$ cat config.mk
export PLATFORM = sky130hd
export DESIGN_NAME = npic_core
export DESIGN_NICKNAME = d
export VERILOG_FILES = /design/src/npic_pkg.sv /design/src/npic_core.sv
export VERILOG_INCLUDE_DIRS = /design/src
export SDC_FILE = /design/constraint.sdc
export NUM_CORES = 1
export LEC_CHECK = 0
export BUFFER_PORTS_ARGS = -buffer_cell sky130_fd_sc_hd__buf_2
export CORE_ASPECT_RATIO = 1.5
export CORE_UTILIZATION = 57
export DETAILED_ROUTE_END_ITERATION = 10
export MAX_ROUTING_LAYER = met4
export PLACE_DENSITY = 0.78
export SETUP_SLACK_MARGIN = 0.2
export SLEW_MARGIN = 20
export SYNTH_ARGS = -nofsm -noshare
export SYNTH_HDL_FRONTEND = slang
export SYNTH_SLANG_ARGS = --single-unit
export TNS_END_PERCENT = 20
$ cat constraint.sdc
create_clock -name clk_i -period 19.2 [get_ports clk_i]
set_input_delay 3.84 -clock clk_i [delete_from_list [all_inputs] [get_ports clk_i]]
set_output_delay 3.84 -clock clk_i [all_outputs]
set_load 0.02 [all_outputs]
$ cat src/npic_regs.svh
// register offsets, reset values and field positions of the interrupt unit
`ifndef NPIC_REGS_SVH
`define NPIC_REGS_SVH
`define NPIC_ADR_PRIO0 4'h0
`define NPIC_ADR_PRIO1 4'h1
`define NPIC_ADR_PRIO2 4'h2
`define NPIC_ADR_PRIO3 4'h3
`define NPIC_ADR_SENSE 4'h4
`define NPIC_ADR_SRCEN 4'h5
`define NPIC_ADR_PEND 4'h6
`define NPIC_ADR_CCR 4'h7
`define NPIC_ADR_STAT 4'h8
`define NPIC_ADR_PENDCLR 4'h9
`define NPIC_PRIO_RST 8'hFF
`define NPIC_SENSE_RST 8'h00
`define NPIC_SRCEN_RST 8'h00
`define NPIC_CC_RST 8'hEA
`define NPIC_CC_LVLH 5
`define NPIC_CC_LVLL 3
`define NPIC_LVL0 2'h2
`define NPIC_LVL1 2'h1
`define NPIC_LVL2 2'h0
`define NPIC_LVL3 2'h3
`define NPIC_VEC_RESET 16'hFFFE
`define NPIC_VEC_TRAP 16'hFFFC
`define NPIC_VEC_TOP 16'hFFFA
`define NPIC_VEC_BASE 16'hFFE0
`define NPIC_STACK_BYTES 3'h5
`endif

$ cat src/npic_pkg.sv
// types shared by the nested interrupt unit
package npic_pkg;
  typedef enum logic [2:0] {
    NPIC_RUN, NPIC_STACK, NPIC_VECT, NPIC_UNSTACK, NPIC_RESUME
  } npic_state_type;
  typedef enum logic [1:0] {
    NPIC_SLEEP_NONE, NPIC_SLEEP_WAIT, NPIC_SLEEP_HALT
  } npic_sleep_type;
endpackage

$ cat src/npic_core.sv
// nested priority interrupt controller with wishbone register slave
//
// Contract
// four nesting levels, higher level preempts lower
// sixteen vectors at FFE0h..FFFFh by hardware order
// current level in condition code bits 5, 3
// finish current instruction before service entry
// entry pushes PC, X, A, condition code
// maskable entry loads level from vector priority
// then PC loads vector address, fetch handler
// return restores saved registers and level
// level codes: 10, 01, 00, 11 disables
// highest software priority wins, hardware breaks ties
// unserviced requests stay latched as pending
// reset and trap ignore level, rank highest
// non-maskable: stack except reset, level 3
// reset and trap leave Halt
// trap instruction raises non-maskable trap request
// after reset, run at level 3
// maskable served only if enabled and above level
// edge requests latched, auto-cleared, sense selectable
// shared-line pin triggers are ORed
// peripheral request is flag AND enable
// clearing sequence drops the request latch
// wait ends on any, halt only capable sources
// priority writes selecting level 0 are ignored
`timescale 1ns/1ps
`include "npic_regs.svh"
module npic_core
  import npic_pkg::*;
#(
  parameter int NUM_SRC = 14,
  parameter int NUM_EXT = 4,
  parameter int PINS_PER_LINE = 4,
  parameter logic [13:0] HALT_CAPABLE = 14'h013F
) (
  // clock and reset
  input wire logic clk_i,
  input wire logic rst_i,
  // wishbone slave
  input wire logic wb_cyc_i,
  input wire logic wb_stb_i,
  input wire logic wb_we_i,
  input wire logic [3:0] wb_adr_i,
  input wire logic [7:0] wb_dat_i,
  output logic [7:0] wb_dat_o,
  output logic wb_ack_o,
  // request sources
  input wire logic [NUM_EXT*PINS_PER_LINE-1:0] ext_pin_i,
  input wire logic [NUM_EXT*PINS_PER_LINE-1:0] ext_pin_sel_i,
  input wire logic [NUM_SRC-NUM_EXT-1:0] per_flag_i,
  input wire logic [NUM_SRC-NUM_EXT-1:0] per_en_i,
  input wire logic [NUM_SRC-NUM_EXT-1:0] per_clear_i,
  // core handshake
  input wire logic instr_end_i,
  input wire logic trap_i,
  input wire logic return_from_interrupt_i,
  input wire logic wait_i,
  input wire logic halt_i,
  input wire logic [15:0] cur_pc_i,
  input wire logic [7:0] x_i,
  input wire logic [7:0] a_i,
  input wire logic pop_valid_i,
  input wire logic [7:0] pop_data_i,
  output logic stack_push_o,
  output logic [7:0] stack_data_o,
  output logic stack_pop_o,
  output logic pc_load_o,
  output logic [15:0] pc_value_o,
  output logic busy_o,
  output logic sleeping_o,
  output logic [7:0] condition_code_reg_o,
  output logic [3:0] serving_o
);
  localparam int NPER = NUM_SRC - NUM_EXT;

  // priority code to rank: larger rank is more urgent
  function automatic logic [1:0] rank(input logic [1:0] code);
    unique case (code)
      `NPIC_LVL0: rank = 2'd0;
      `NPIC_LVL1: rank = 2'd1;
      `NPIC_LVL2: rank = 2'd2;
      default: rank = 2'd3;
    endcase
  endfunction

  logic [7:0] prio_ff [4];
  logic [7:0] sense_ff;
  logic [NUM_SRC-1:0] en_ff;
  logic [NUM_SRC-1:0] pend_ff;
  logic [7:0] cc_ff;
  logic trap_ff;
  npic_state_type state_ff;
  npic_sleep_type sleep_ff;
  logic [2:0] cnt_ff;
  logic [3:0] win_ff;
  logic win_nmi_ff;
  logic [NUM_EXT*PINS_PER_LINE-1:0] pin_s1_ff, pin_s2_ff, pin_d_ff;
  logic after_halt_ff;
  logic [7:0] wb_dat_ff;
  logic wb_ack_ff;
  logic stack_push_ff, stack_pop_ff, pc_load_ff;
  logic [7:0] stack_data_ff;
  logic [15:0] pc_value_ff;
  logic [15:0] saved_pc_ff;

  // bus decode
  logic wb_req, wb_wr;
  assign wb_req = wb_cyc_i && wb_stb_i && !wb_ack_ff;
  assign wb_wr = wb_req && wb_we_i;

  // two-stage synchroniser on the pins, then an edge detect on stage two
  always_ff @(posedge clk_i) begin
    pin_s1_ff <= ext_pin_i;
    pin_s2_ff <= pin_s1_ff;
    pin_d_ff <= pin_s2_ff;
  end

  // per-line trigger: sense bits per line, 0 falling 1 rising
  logic [NUM_EXT-1:0] ext_trig;
  always_comb begin
    logic hit;
    hit = 1'b0;
    for (int l = 0; l < NUM_EXT; l++) begin
      hit = 1'b0;
      for (int p = 0; p < PINS_PER_LINE; p++) begin
        if (ext_pin_sel_i[l*PINS_PER_LINE+p]) begin
          hit = hit | (sense_ff[l]
            ? (pin_s2_ff[l*PINS_PER_LINE+p] & !pin_d_ff[l*PINS_PER_LINE+p])
            : (!pin_s2_ff[l*PINS_PER_LINE+p] & pin_d_ff[l*PINS_PER_LINE+p]));
        end
      end
      ext_trig[l] = hit;
    end
  end

  // raw request vector: lines first, peripherals after
  logic [NUM_SRC-1:0] raw_req;
  assign raw_req = {per_flag_i & per_en_i, ext_trig};

  function automatic logic [1:0] vprio(input int i);
    vprio = prio_ff[i/4][(i%4)*2 +: 2];
  endfunction

  // arbitration: software level first, lowest index (hardware) breaks ties
  logic [1:0] cur_rank;
  logic found;
  logic [3:0] sel_idx;
  logic [1:0] sel_rank, win_prio;
  logic halt_mode;
  assign halt_mode = sleep_ff == NPIC_SLEEP_HALT || after_halt_ff;
  assign cur_rank =
    rank({cc_ff[`NPIC_CC_LVLH], cc_ff[`NPIC_CC_LVLL]});
  assign win_prio = vprio(int'(win_ff));
  always_comb begin
    logic [1:0] r;
    r = 2'd0;
    found = 1'b0;
    sel_idx = 4'h0;
    sel_rank = 2'd0;
    for (int i = 0; i < NUM_SRC; i++) begin
      r = rank(vprio(i));
      if (pend_ff[i] && en_ff[i] && r > cur_rank
          && (!halt_mode || HALT_CAPABLE[i])
          && (!found || r > sel_rank)) begin
        found = 1'b1;
        sel_idx = 4'(i);
        sel_rank = r;
      end
    end
  end

  // software priority registers; level 0 code is refused per field
  always_ff @(posedge clk_i) begin
    if (rst_i) begin
      for (int k = 0; k < 4; k++) prio_ff[k] <= `NPIC_PRIO_RST;
    end else if (wb_wr && wb_adr_i <= `NPIC_ADR_PRIO3) begin
      for (int f = 0; f < 4; f++) begin
        if (wb_dat_i[f*2 +: 2] != `NPIC_LVL0) begin
          prio_ff[wb_adr_i[1:0]][f*2 +: 2] <= wb_dat_i[f*2 +: 2];
        end
      end
      if (wb_adr_i == `NPIC_ADR_PRIO3) begin
        prio_ff[3][7:4] <= 4'hF; // top fields are fixed
      end
    end
  end

  // sense and enable controls
  always_ff @(posedge clk_i) begin
    if (rst_i) begin
      sense_ff <= `NPIC_SENSE_RST;
      en_ff <= '0;
    end else if (wb_wr) begin
      if (wb_adr_i == `NPIC_ADR_SENSE) sense_ff <= wb_dat_i;
      if (wb_adr_i == `NPIC_ADR_SRCEN) en_ff <= {6'h3F, wb_dat_i};
    end
  end

  // pending latches: set beats clear in the same cycle
  logic take_mask, at_bound;
  assign at_bound = state_ff == NPIC_RUN && instr_end_i
    && sleep_ff == NPIC_SLEEP_NONE; // a sleeping core takes no entry
  assign take_mask = at_bound && !trap_ff && found;
  always_ff @(posedge clk_i) begin
    if (rst_i) begin
      pend_ff <= '0;
    end else begin
      for (int i = 0; i < NUM_SRC; i++) begin
        if (raw_req[i]) begin
          pend_ff[i] <= 1'b1;
        end else if (i >= NUM_EXT && per_clear_i[i-NUM_EXT]) begin
          pend_ff[i] <= 1'b0;
        end else if (i < NUM_EXT && take_mask && sel_idx == 4'(i)) begin
          pend_ff[i] <= 1'b0;
        end else if (wb_wr && wb_adr_i == `NPIC_ADR_PENDCLR
                     && i < 8 && wb_dat_i[i % 8]) begin
          pend_ff[i] <= 1'b0;
        end else if (i >= NUM_EXT && !per_flag_i[i-NUM_EXT]) begin
          pend_ff[i] <= 1'b0;
        end
      end
    end
  end

  // trap request raised by the trap instruction
  always_ff @(posedge clk_i) begin
    if (rst_i) trap_ff <= 1'b0;
    else if (trap_i) trap_ff <= 1'b1;
    else if (at_bound) trap_ff <= 1'b0;
  end

  // sleep tracking; wake on any request from wait, capable only from halt
  always_ff @(posedge clk_i) begin
    if (rst_i) begin
      sleep_ff <= NPIC_SLEEP_NONE;
      after_halt_ff <= 1'b0;
    end else if (trap_i) begin
      sleep_ff <= NPIC_SLEEP_NONE;
      after_halt_ff <= 1'b0;
    end else if (sleep_ff == NPIC_SLEEP_WAIT && |(pend_ff & en_ff)) begin
      sleep_ff <= NPIC_SLEEP_NONE;
    end else if (sleep_ff == NPIC_SLEEP_HALT && found) begin
      sleep_ff <= NPIC_SLEEP_NONE;
      after_halt_ff <= 1'b1;
    end else if (halt_i) begin
      sleep_ff <= NPIC_SLEEP_HALT;
    end else if (wait_i) begin
      sleep_ff <= NPIC_SLEEP_WAIT;
    end else if (take_mask) begin
      after_halt_ff <= 1'b0; // later entries see all sources again
    end
  end

  // entry and return sequencer
  always_ff @(posedge clk_i) begin
    if (rst_i) begin
      state_ff <= NPIC_VECT; // reset vector fetched without stacking
      win_nmi_ff <= 1'b1;
      win_ff <= 4'hF;
      cnt_ff <= 3'h0;
      saved_pc_ff <= 16'h0000;
    end else begin
      unique case (state_ff)
        NPIC_RUN: begin
          cnt_ff <= 3'h0;
          saved_pc_ff <= cur_pc_i;
          if (instr_end_i && sleep_ff == NPIC_SLEEP_NONE) begin
            if (trap_ff) begin
              state_ff <= NPIC_STACK;
              win_nmi_ff <= 1'b1;
              win_ff <= 4'hE;
            end else if (found) begin
              state_ff <= NPIC_STACK;
              win_nmi_ff <= 1'b0;
              win_ff <= sel_idx;
            end else if (return_from_interrupt_i) begin
              state_ff <= NPIC_UNSTACK;
            end
          end
        end
        NPIC_STACK: begin
          cnt_ff <= cnt_ff + 3'h1;
          if (cnt_ff == `NPIC_STACK_BYTES - 3'h1) state_ff <= NPIC_VECT;
        end
        NPIC_VECT: state_ff <= NPIC_RUN;
        NPIC_UNSTACK: begin
          if (pop_valid_i) begin
            cnt_ff <= cnt_ff + 3'h1;
            if (cnt_ff == `NPIC_STACK_BYTES - 3'h1) state_ff <= NPIC_RESUME;
          end
        end
        default: state_ff <= NPIC_RUN;
      endcase
    end
  end

  // stack byte order: PCL, PCH, X, A, CC (popped in reverse)
  always_ff @(posedge clk_i) begin
    if (rst_i) begin
      stack_push_ff <= 1'b0;
      stack_data_ff <= 8'h00;
    end else begin
      stack_push_ff <= state_ff == NPIC_STACK;
      unique case (cnt_ff)
        3'h0: stack_data_ff <= saved_pc_ff[7:0];
        3'h1: stack_data_ff <= saved_pc_ff[15:8];
        3'h2: stack_data_ff <= x_i;
        3'h3: stack_data_ff <= a_i;
        default: stack_data_ff <= cc_ff;
      endcase
    end
  end

  // vector address: reset FFFE, trap FFFC, vector n at FFFA - 2n
  always_ff @(posedge clk_i) begin
    if (rst_i) begin
      pc_load_ff <= 1'b0;
      pc_value_ff <= 16'h0000;
      stack_pop_ff <= 1'b0;
    end else begin
      stack_pop_ff <= state_ff == NPIC_UNSTACK && !pop_valid_i;
      pc_load_ff <= state_ff == NPIC_VECT || state_ff == NPIC_RESUME;
      if (state_ff == NPIC_VECT) begin
        if (!win_nmi_ff)
          pc_value_ff <= `NPIC_VEC_TOP - {11'h0, win_ff, 1'b0};
        else if (win_ff == 4'hF) pc_value_ff <= `NPIC_VEC_RESET;
        else pc_value_ff <= `NPIC_VEC_TRAP;
      end else if (state_ff == NPIC_UNSTACK && pop_valid_i) begin
        if (cnt_ff == 3'h3) pc_value_ff[15:8] <= pop_data_i;
        if (cnt_ff == 3'h4) pc_value_ff[7:0] <= pop_data_i;
      end
    end
  end

  // condition code: level bits driven by entry, return and software
  always_ff @(posedge clk_i) begin
    if (rst_i) begin
      cc_ff <= `NPIC_CC_RST;
    end else if (state_ff == NPIC_VECT) begin
      if (win_nmi_ff) begin
        {cc_ff[`NPIC_CC_LVLH], cc_ff[`NPIC_CC_LVLL]} <= `NPIC_LVL3;
      end else begin
        {cc_ff[`NPIC_CC_LVLH], cc_ff[`NPIC_CC_LVLL]} <= win_prio;
      end
    end else if (state_ff == NPIC_UNSTACK && pop_valid_i
                 && cnt_ff == 3'h0) begin
      cc_ff <= pop_data_i;
    end else if (wb_wr && wb_adr_i == `NPIC_ADR_CCR) begin
      cc_ff <= wb_dat_i;
    end
  end

  // register read mux and single-cycle ack
  always_ff @(posedge clk_i) begin
    if (rst_i) begin
      wb_ack_ff <= 1'b0;
      wb_dat_ff <= 8'h00;
    end else begin
      wb_ack_ff <= wb_req;
      if (wb_req && !wb_we_i) begin
        unique case (wb_adr_i)
          `NPIC_ADR_PRIO0: wb_dat_ff <= prio_ff[0];
          `NPIC_ADR_PRIO1: wb_dat_ff <= prio_ff[1];
          `NPIC_ADR_PRIO2: wb_dat_ff <= prio_ff[2];
          `NPIC_ADR_PRIO3: wb_dat_ff <= prio_ff[3];
          `NPIC_ADR_SENSE: wb_dat_ff <= sense_ff;
          `NPIC_ADR_SRCEN: wb_dat_ff <= en_ff[7:0];
          `NPIC_ADR_PEND: wb_dat_ff <= pend_ff[7:0];
          `NPIC_ADR_CCR: wb_dat_ff <= cc_ff;
          `NPIC_ADR_STAT: wb_dat_ff <= {2'h0, pend_ff[13:8]};
          default: wb_dat_ff <= 8'h00;
        endcase
      end
    end
  end

  assign wb_dat_o = wb_dat_ff;
  assign wb_ack_o = wb_ack_ff;
  assign stack_push_o = stack_push_ff;
  assign stack_data_o = stack_data_ff;
  assign stack_pop_o = stack_pop_ff;
  assign pc_load_o = pc_load_ff;
  assign pc_value_o = pc_value_ff;
  assign condition_code_reg_o = cc_ff;
  assign serving_o = win_ff;

  // status outputs registered
  always_ff @(posedge clk_i) begin
    if (rst_i) begin
      busy_o <= 1'b1;
      sleeping_o <= 1'b0;
    end else begin
      busy_o <= state_ff != NPIC_RUN;
      sleeping_o <= sleep_ff != NPIC_SLEEP_NONE;
    end
  end
endmodule

==> summary.txt, run 1 <==
GRT
  • Pin count of the biggest net entering global routing: 69
  • Via count of the first global-routing pass: about 9600
  • Antenna violations before repair: 0
  • Total global routing track utilization: 0.354
  • Wire length of the first global-routing pass: 50300 microns
  • Total gr overflow: 0

Logic synthesis
  • Average cell area after synthesis: 9.09 sq um
  • Post-synth ARST share: 0
  • Top-area cell type share of the netlist area: 0.297
  • Cell taking the most area after synthesis: dfxtp_1
  • Synthesized instance count: 1170
  • Largest cells by area after synthesis: dfxtp_1, ha_1, edfxtp_1
  • Number of synthesized flops with an enable pin: 32
  • Most used flip-flop cell after synthesis: dfxtp_1
  • Number of distinct library cell variants in the gate-level netlist after synthesis: 81
  • Area of the mapped netlist: 10600 sq um
  • Share of synthesized area occupied by flip-flops and latches: 0.388
  • Number of synthesis warnings: 0
  • Flops & latches, synth: 190

Timing
  • Final Hold Violating Endpoints: 0
  • RSZ-0062 raised after global routing: false
  • Setup skew after layout: 0.0184 ns
  • Max Freq: 0.0560 GHz
  • Actual slew at the worst max-slew pin: 0.801 ns
  • Final Critical Period: approximately 18 ns
  • Worst relative slew slack: 0.466
  • Number of pins exceeding their max-slew limit in the final report: 0
  • Fin crit share: 0.931
  • Final setup violation count: 0
  • Setup WS post-layout: 1.33 ns

Setup path
  • Most frequent CP cell: ha_1
  • Reg2Reg Setup Slack: roughly 1.3 ns
  • Worst path max stage delay: 0.56 ns
  • Arrival @ worst endpoint: 18.20 ns
  • CP Class: reg -> reg
  • Element type at the critical path start: register
  • Setup crit end kind: register
  • Maximum net fanout on the critical path: 13
  • Required time of the worst setup path: 19.53 ns
  • Worst r2r dst: pend_ff[3]
  • Crit-path slowest cell: or4b_4
  • Startpoint of the lowest-slack register-to-register path: condition_code_reg_o[3]
  • Crit. Startpoint: condition_code_reg_o[3]
  • Number of cell instances on the worst register-to-register path: 89
  • Endpoint of the most critical setup path: pend_ff[3]

Floorplan
  • Vertical die dimension: ~170 microns
  • Die X: 114 microns
  • Area of the core: 18100 sq um
  • Starting Density: 0.588
  • Floorplan row count: 60
  • Count of boundary I/O pins: 175
  • Total die area: 19200 sq um

Final layout
  • Layout Area Growth over Synthesis: 17.4%
  • Final antenna diode count: 0
  • Final #Nets: between 1500 and 2000
  • Utilization after layout: 0.690
  • Layout cells sized above 1: 0.216

Clock tree
  • Bufs on Longest Clock Path: 2
  • Htree depth: 4
  • Number of hold buffers added after cts: 0
  • Cts bufs inserted: 17
  • Clock sink count: 190
  • CTS tree: built
  • Clock edge transition at the registers on the reported setup and hold paths: ~0.080 ns
  • Worst-Skew Late Latency: 0.44 ns
  • Root buffer cell: clkbuf_16

Power and ir drop
  • Static Leakage: about 0.0054 uW
  • Pwr Density: 83.9 nW/um^2
  • Max IR drop VDD: 0.0886 mV

Placed design
  • Input/output buffers: roughly 170
  • Final HPWL DP: 24900 microns
  • Minimum setup slack after placement: -0.0134 ns
  • Global placer's final weighted congestion: about 1.0

Route
  • Number of design-rule violations left by the first detailed-router iteration: 782
  • Initial DRT Pass Iterations: 6
  • Wire length per cell: 20.5 microns
  • Aggregate routed wire length: 32500 microns
  • Post-detailed-route DRC marker count: 0
  • Number of nets with antenna violations after detailed routing: 0
  • Ratio of routed vias to standard cells: roughly 6.2
  • Detailed-route via count: between 9000 and 10000

Outcome
  • Status: finished, final reports clean

Min path
  • Class of the tightest hold or removal check: reg -> reg
  • Hold_sp: pin_s1_ff[10]

Job
  • # Max-Cap Violations: 0
[critical path, delay by kind of cell, from the launching register on]
| family | cells | cell delay, ns |
|---|---|---|
| and+or+nand+nor | 22 | 4.12 |
| buffers and inverters | 5 | 0.27 |
| DFF | 1 | 0.42 |
| AOI/OAI and AO/OA | 46 | 8.61 |
| muxes | 1 | 0.21 |
| adders and majority gates | 15 | 4.10 |
[cells in the mapped netlist, types with 9 or more instances]
library cell and n:
dfxtp_1 158, nor2_1 143, nand2_1 120, ha_1 90, a21oi_1 67, inv_1 51
clkbuf_1 47, mux2i_1 42, o21ai_0 36, edfxtp_1 32, nand2b_1 29, nor2b_1 23
nor3_1 23, nor3b_1 23, a21o_1 20, a211oi_1 18, a22oi_1 18, a221oi_1 16
mux4_2 16, nand3_1 15, a31oi_1 13, o22ai_1 11, o211ai_1 10, or2_2 9
[through the flow]
step	power (uW)	setup TNS (ns)	cell area [sq um]	hold WS, ns	cells
floorplan	606	0	10700	0.310	1173
finish	1050	0	12500	0.331	1587
global route	1090	0	12500	0.335	1587
CTS	1050	0	12300	0.331	1578
detailed placement	677	-0.0148	11700	0.312	1546
global placement	671	0	11700	0.310	1546
[timing repair]
item                       CTS  global route
hold endpoints to repair     0             0
setup buffers                0             9
resized for setup            2            32
pin swaps                    0             5
setup endpoints to repair    6            10
[cell families after synthesis]
family,share of synthesized area
muxes,0.0766
and+or+nand+nor,0.199
buffers and inverters,0.0402
DFF,0.388
other,0.000352
adders and majority gates,0.106
xor gates and xnor gates,0.00165
AOI/OAI and AO/OA,0.189
[where the power goes]
part	total, uW	internal [uW]	leakage (uW)	switching, uW
Clock	374	182	0.000299	192
Sequential	464	437	0.00156	27.1
Combinational	209	80.9	0.00353	128
[cell usage in the layout, fill, tap and decap left out, drive strengths merged, types with 4 or more instances in the layout]
| master | count |
|---|---|
| nand3b | 6 |
| nand2b | 29 |
| or3 | 8 |
| a21oi | 68 |
| edfxtp | 32 |
| a221oi | 16 |
| dfxtp | 158 |
| or2 | 10 |
| buf | 192 |
| o2111ai | 9 |
| inv | 60 |
| a22oi | 18 |
| mux2i | 42 |
| a211oi | 18 |
| a222oi | 8 |
| a211o | 4 |
| clkbuf | 17 |
| ha | 90 |
| a41oi | 4 |
| o21a | 6 |
| and3b | 8 |
| nor2b | 24 |
| o211ai | 10 |
| o21ai | 37 |
| nor3b | 23 |
| conb | 4 |
| nor3 | 23 |
| a2111oi | 4 |
| nor4 | 4 |
| o21bai | 4 |
| nand3 | 15 |
| a21o | 20 |
| clkinv | 5 |
| a31oi | 15 |
| a22o | 4 |
| nor2 | 143 |
| mux4 | 16 |
| o22ai | 12 |
| nand2 | 120 |
[cell type report]
class / instances / area (sq um)
Clock buffer: 17 / 425
Clock inverter: 15 / 203
Fill cell: 1497 / 5600
Inverter: 51 / 191
Multi-Input combinational cell: 874 / 6230
Sequential cell: 190 / 4130
Tap cell: 248 / 310
Timing Repair Buffer: 192 / 1010
[how the worst min path moves through the flow]
stage	endpoint	slack [ns]	depth (start not counted)
floorplan	pin_s2_ff[0]	0.31	0
global placement	pin_s2_ff[11]	0.31	0
detailed placement	pin_s2_ff[15]	0.31	0
CTS	pin_s2_ff[10]	0.33	0
global route	pin_s2_ff[10]	0.34	0
finish	pin_s2_ff[10]	0.33	0
[flip-flops by register name, summed over array words and instances (netlist names), 9 cells and up, named ones only]
register / cells
en_ff: 9
pc_value_o: 16
pend_ff: 14
pin_d_ff: 16
pin_s1_ff: 16
pin_s2_ff: 16
prio_ff: 32
saved_pc_ff: 16
[metal layers]
| layer | track usage | wire length [microns] | part of all wire | vias to the layer above |
|---|---|---|---|---|
| met1 | 0.373 | 11700 | 0.36 | 4677 |
| met2 | 0.616 | 16400 | 0.50 | 468 |
| met4 | 0.233 | 2440 | 0.075 | 0 |
| li1 | - | - | - | 4582 |
| met3 | 0.0486 | 2010 | 0.062 | 142 |
| met5 | - | 0 | 0 | - |
No activity file was read; power rests on OpenSTA's default activity.
==> inputs of run 2 (changes only) <==
Settings changed: ABC_AREA set to 1, SLEW_MARGIN 20 to 10.
==> run 2 against run 1 <==
Against the previous run:
- via count increased by 2.0%
- non-clock buffer count decreased by 14
- flip-flop and latch count unchanged
- clock-buffer cell count unchanged
- worst setup slack improved by 2.4 ns
- register-to-register slack improved by 2.4 ns
- largest cell class unchanged
- largest power group unchanged
==> summary.txt, run 2 <==
Logic synthesis
  • Top-area cell type share of the netlist area: 0.302
  • Number of synthesized flops with an enable pin: 32
  • Synthesized instance count: between 1000 and 1500
  • Flops & latches, synth: 190
  • Post-synth ARST share: 0
  • Largest cells by area after synthesis: dfxtp_1, ha_1, edfxtp_1
  • Number of synthesis warnings: 0
  • Cell taking the most area after synthesis: dfxtp_1
  • Area of the mapped netlist: 10500 sq um
  • Most used flip-flop cell after synthesis: dfxtp_1
  • Average cell area after synthesis: 7.62 sq um
  • Post-synth top cells: nand2_1, inv_1, dfxtp_1
  • Share of synthesized area occupied by flip-flops and latches: 0.394
  • Count leader, synth: nand2_1
  • Number of distinct library cell variants in the gate-level netlist after synthesis: 53

Timing
  • Number of pins exceeding their max-slew limit in the final report: 0
  • Max Freq: 0.0646 GHz
  • Worst relative slew slack: 0.321
  • Setup TNS Final: 0 ns
  • Setup skew after layout: between 0.015 and 0.02 ns
  • Actual slew at the worst max-slew pin: 1.01 ns
  • Final Hold Violating Endpoints: 0
  • Fin crit share: 0.806
  • Final setup violation count: 0
  • Final Critical Period: 15.48 ns
  • RSZ-0062 raised after global routing: false

Power and ir drop
  • Max IR drop VDD: 0.0813 mV
  • Static Leakage: roughly 0.0058 uW
  • Pwr Density: around 100 nW/um^2

Route
  • Number of design-rule violations left by the first detailed-router iteration: about 690
  • Number of nets with antenna violations after detailed routing: 0
  • Aggregate routed wire length: 31300 microns
  • Initial DRT Pass Iterations: 5
  • Detailed-route via count: 10066
  • Wire length per cell: 17.6 microns
  • Post-detailed-route DRC marker count: 0
  • Ratio of routed vias to standard cells: 5.67

GRT
  • Antenna violations before repair: 0
  • Total global routing track utilization: 0.350
  • Pin count of the biggest net entering global routing: 58
  • Wire length of the first global-routing pass: 49900 microns
  • Total gr overflow: 0
  • Via count of the first global-routing pass: between 9000 and 10000

Setup path
  • Buf+Inv Stages, Crit Path: 17
  • Maximum net fanout on the critical path: 14
  • Most frequent CP cell: nand2_1
  • Element type at the critical path start: register
  • Required time of the worst setup path: 19.48 ns
  • CP Class: reg -> reg
  • Cell family contributing the most delay on the critical path: simple AND/OR/NAND/NOR gates
  • Setup crit end kind: register
  • Worst path max stage delay: 0.53 ns
  • Critical path depth in cells: between 100 and 150
  • Number of cell instances on the worst register-to-register path: 118
  • Crit-path slowest cell: dfxtp_1
  • Arrival @ worst endpoint: 15.76 ns

Outcome
  • Status: finished, final reports clean

Placed design
  • Global placer's final weighted congestion: 1.00
  • Final HPWL DP: ~25000 microns
  • Input/output buffers: 174
  • Placed Cells incl. Taps: 1743

Floorplan
  • Area of the core: between 15000 and 20000 sq um
  • Die X: 113 microns
  • Floorplan row count: 60
  • Vertical die dimension: 168 microns
  • Total die area: around 19000 sq um
  • Count of boundary I/O pins: 175
  • Starting Density: 0.583

Final layout
  • Leading cell type in the layout, fill and taps excluded: nand2_1
  • Final #Nets: 1760
  • Commonest cells after routing, fill and taps aside: nand2_1, inv_1, buf_2
  • Utilization after layout: 0.675
  • Max FFs per register: 32
  • Non-filler cells in the finished layout: 1775
  • Layout Area Growth over Synthesis: 15.7%
  • Largest register by flop count: prio_ff
  • Layout cells sized above 1: 0.175
  • Final antenna diode count: 0

Clock tree
  • Bufs on Longest Clock Path: 2
  • Post-cts gate resize count: 0
  • Cts bufs inserted: 17
  • Buffer count from post-CTS setup fixing: 0
  • Clock edge transition at the registers on the reported setup and hold paths: about 0.080 ns
  • CTS tree: built
  • Worst-Skew Late Latency: 0.43 ns
  • Root buffer cell: clkbuf_16
  • Clock sink count: 190
  • Htree depth: 4
  • Number of hold buffers added after cts: 0

Min path
  • Class of the tightest hold or removal check: reg -> reg
  • Cells on Worst Hold Path: 0

Job
  • # Max-Cap Violations: 0
run 2: cell types whose count changed after synthesis, moves of 23 or more:
cell,before,now
inv_1,51,185
nand2_1,120,251
o21ai_0,36,136
a21oi_1,67,112
mux2i_1,42,0
nand3_1,15,49
nand2b_1,29,0
clkbuf_1,47,21
nor2b_1,23,0
nor3b_1,23,0
run 2: final timing paths:
check,end,startpoint,slack (ns)
setup / recovery,pend_ff[2],condition_code_reg_o[3],3.72
hold / removal,pin_s2_ff[8],pin_s1_ff[8],0.33
setup reg to reg,pend_ff[2],condition_code_reg_o[3],3.72
hold reg to reg,pin_s2_ff[8],pin_s1_ff[8],0.33
run 2: area by class of cell:
class	count	area (sq um)
clock buffers	17	425
clock inverters	15	163
fillers	1572	5840
inverters	199	749
multi-input cells	959	5470
flip-flops and latches	190	4120
well taps	217	272
repair buffers	178	901
run 2: per-stage QoR:
stage / power (uW) / setup slack (ns) / hold WS, ns / instance area [sq um]
floorplan: 780 / 5.43 / 0.310 / 10500
global placement: 898 / 4.69 / 0.310 / 11500
detailed placement: 909 / 3.84 / 0.313 / 11500
CTS: 1250 / 3.77 / 0.332 / 12100
global route: 1330 / 2.14 / 0.340 / 12100
finish: 1250 / 3.72 / 0.329 / 12100
run 2: worst reg2reg max path: cells and delay by family (launching register included):
family                     cells  cell delay, ns
adders and majority gates     15            4.14
buffers and inverters         17            1.38
AOI/OAI and AO/OA             16            2.00
and+or+nand+nor               70            7.28
DFF                            1            0.53
run 2: routing by layer:
layer | up-vias | routed length (microns) | track usage
li1 | 4930 | - | -
met1 | 4672 | 12100 | 0.379
met5 | - | 0 | -
met3 | 99 | 1710 | 0.0482
met2 | 365 | 15400 | 0.600
met4 | 0 | 2070 | 0.221
run 2: kinds of logic after synthesis:
logic type	share of synthesized area
AO/OA/AOI/OAI	0.192
adder cells (fa/ha/maj)	0.108
buffers and inverters	0.0837
flip-flops	0.394
other	0.000359
AND/OR/NAND/NOR	0.222
run 2: where the power goes:
part	total, uW	internal [uW]	switching, uW
registers	489	458	31.5
logic	417	141	277
clock network	348	175	173
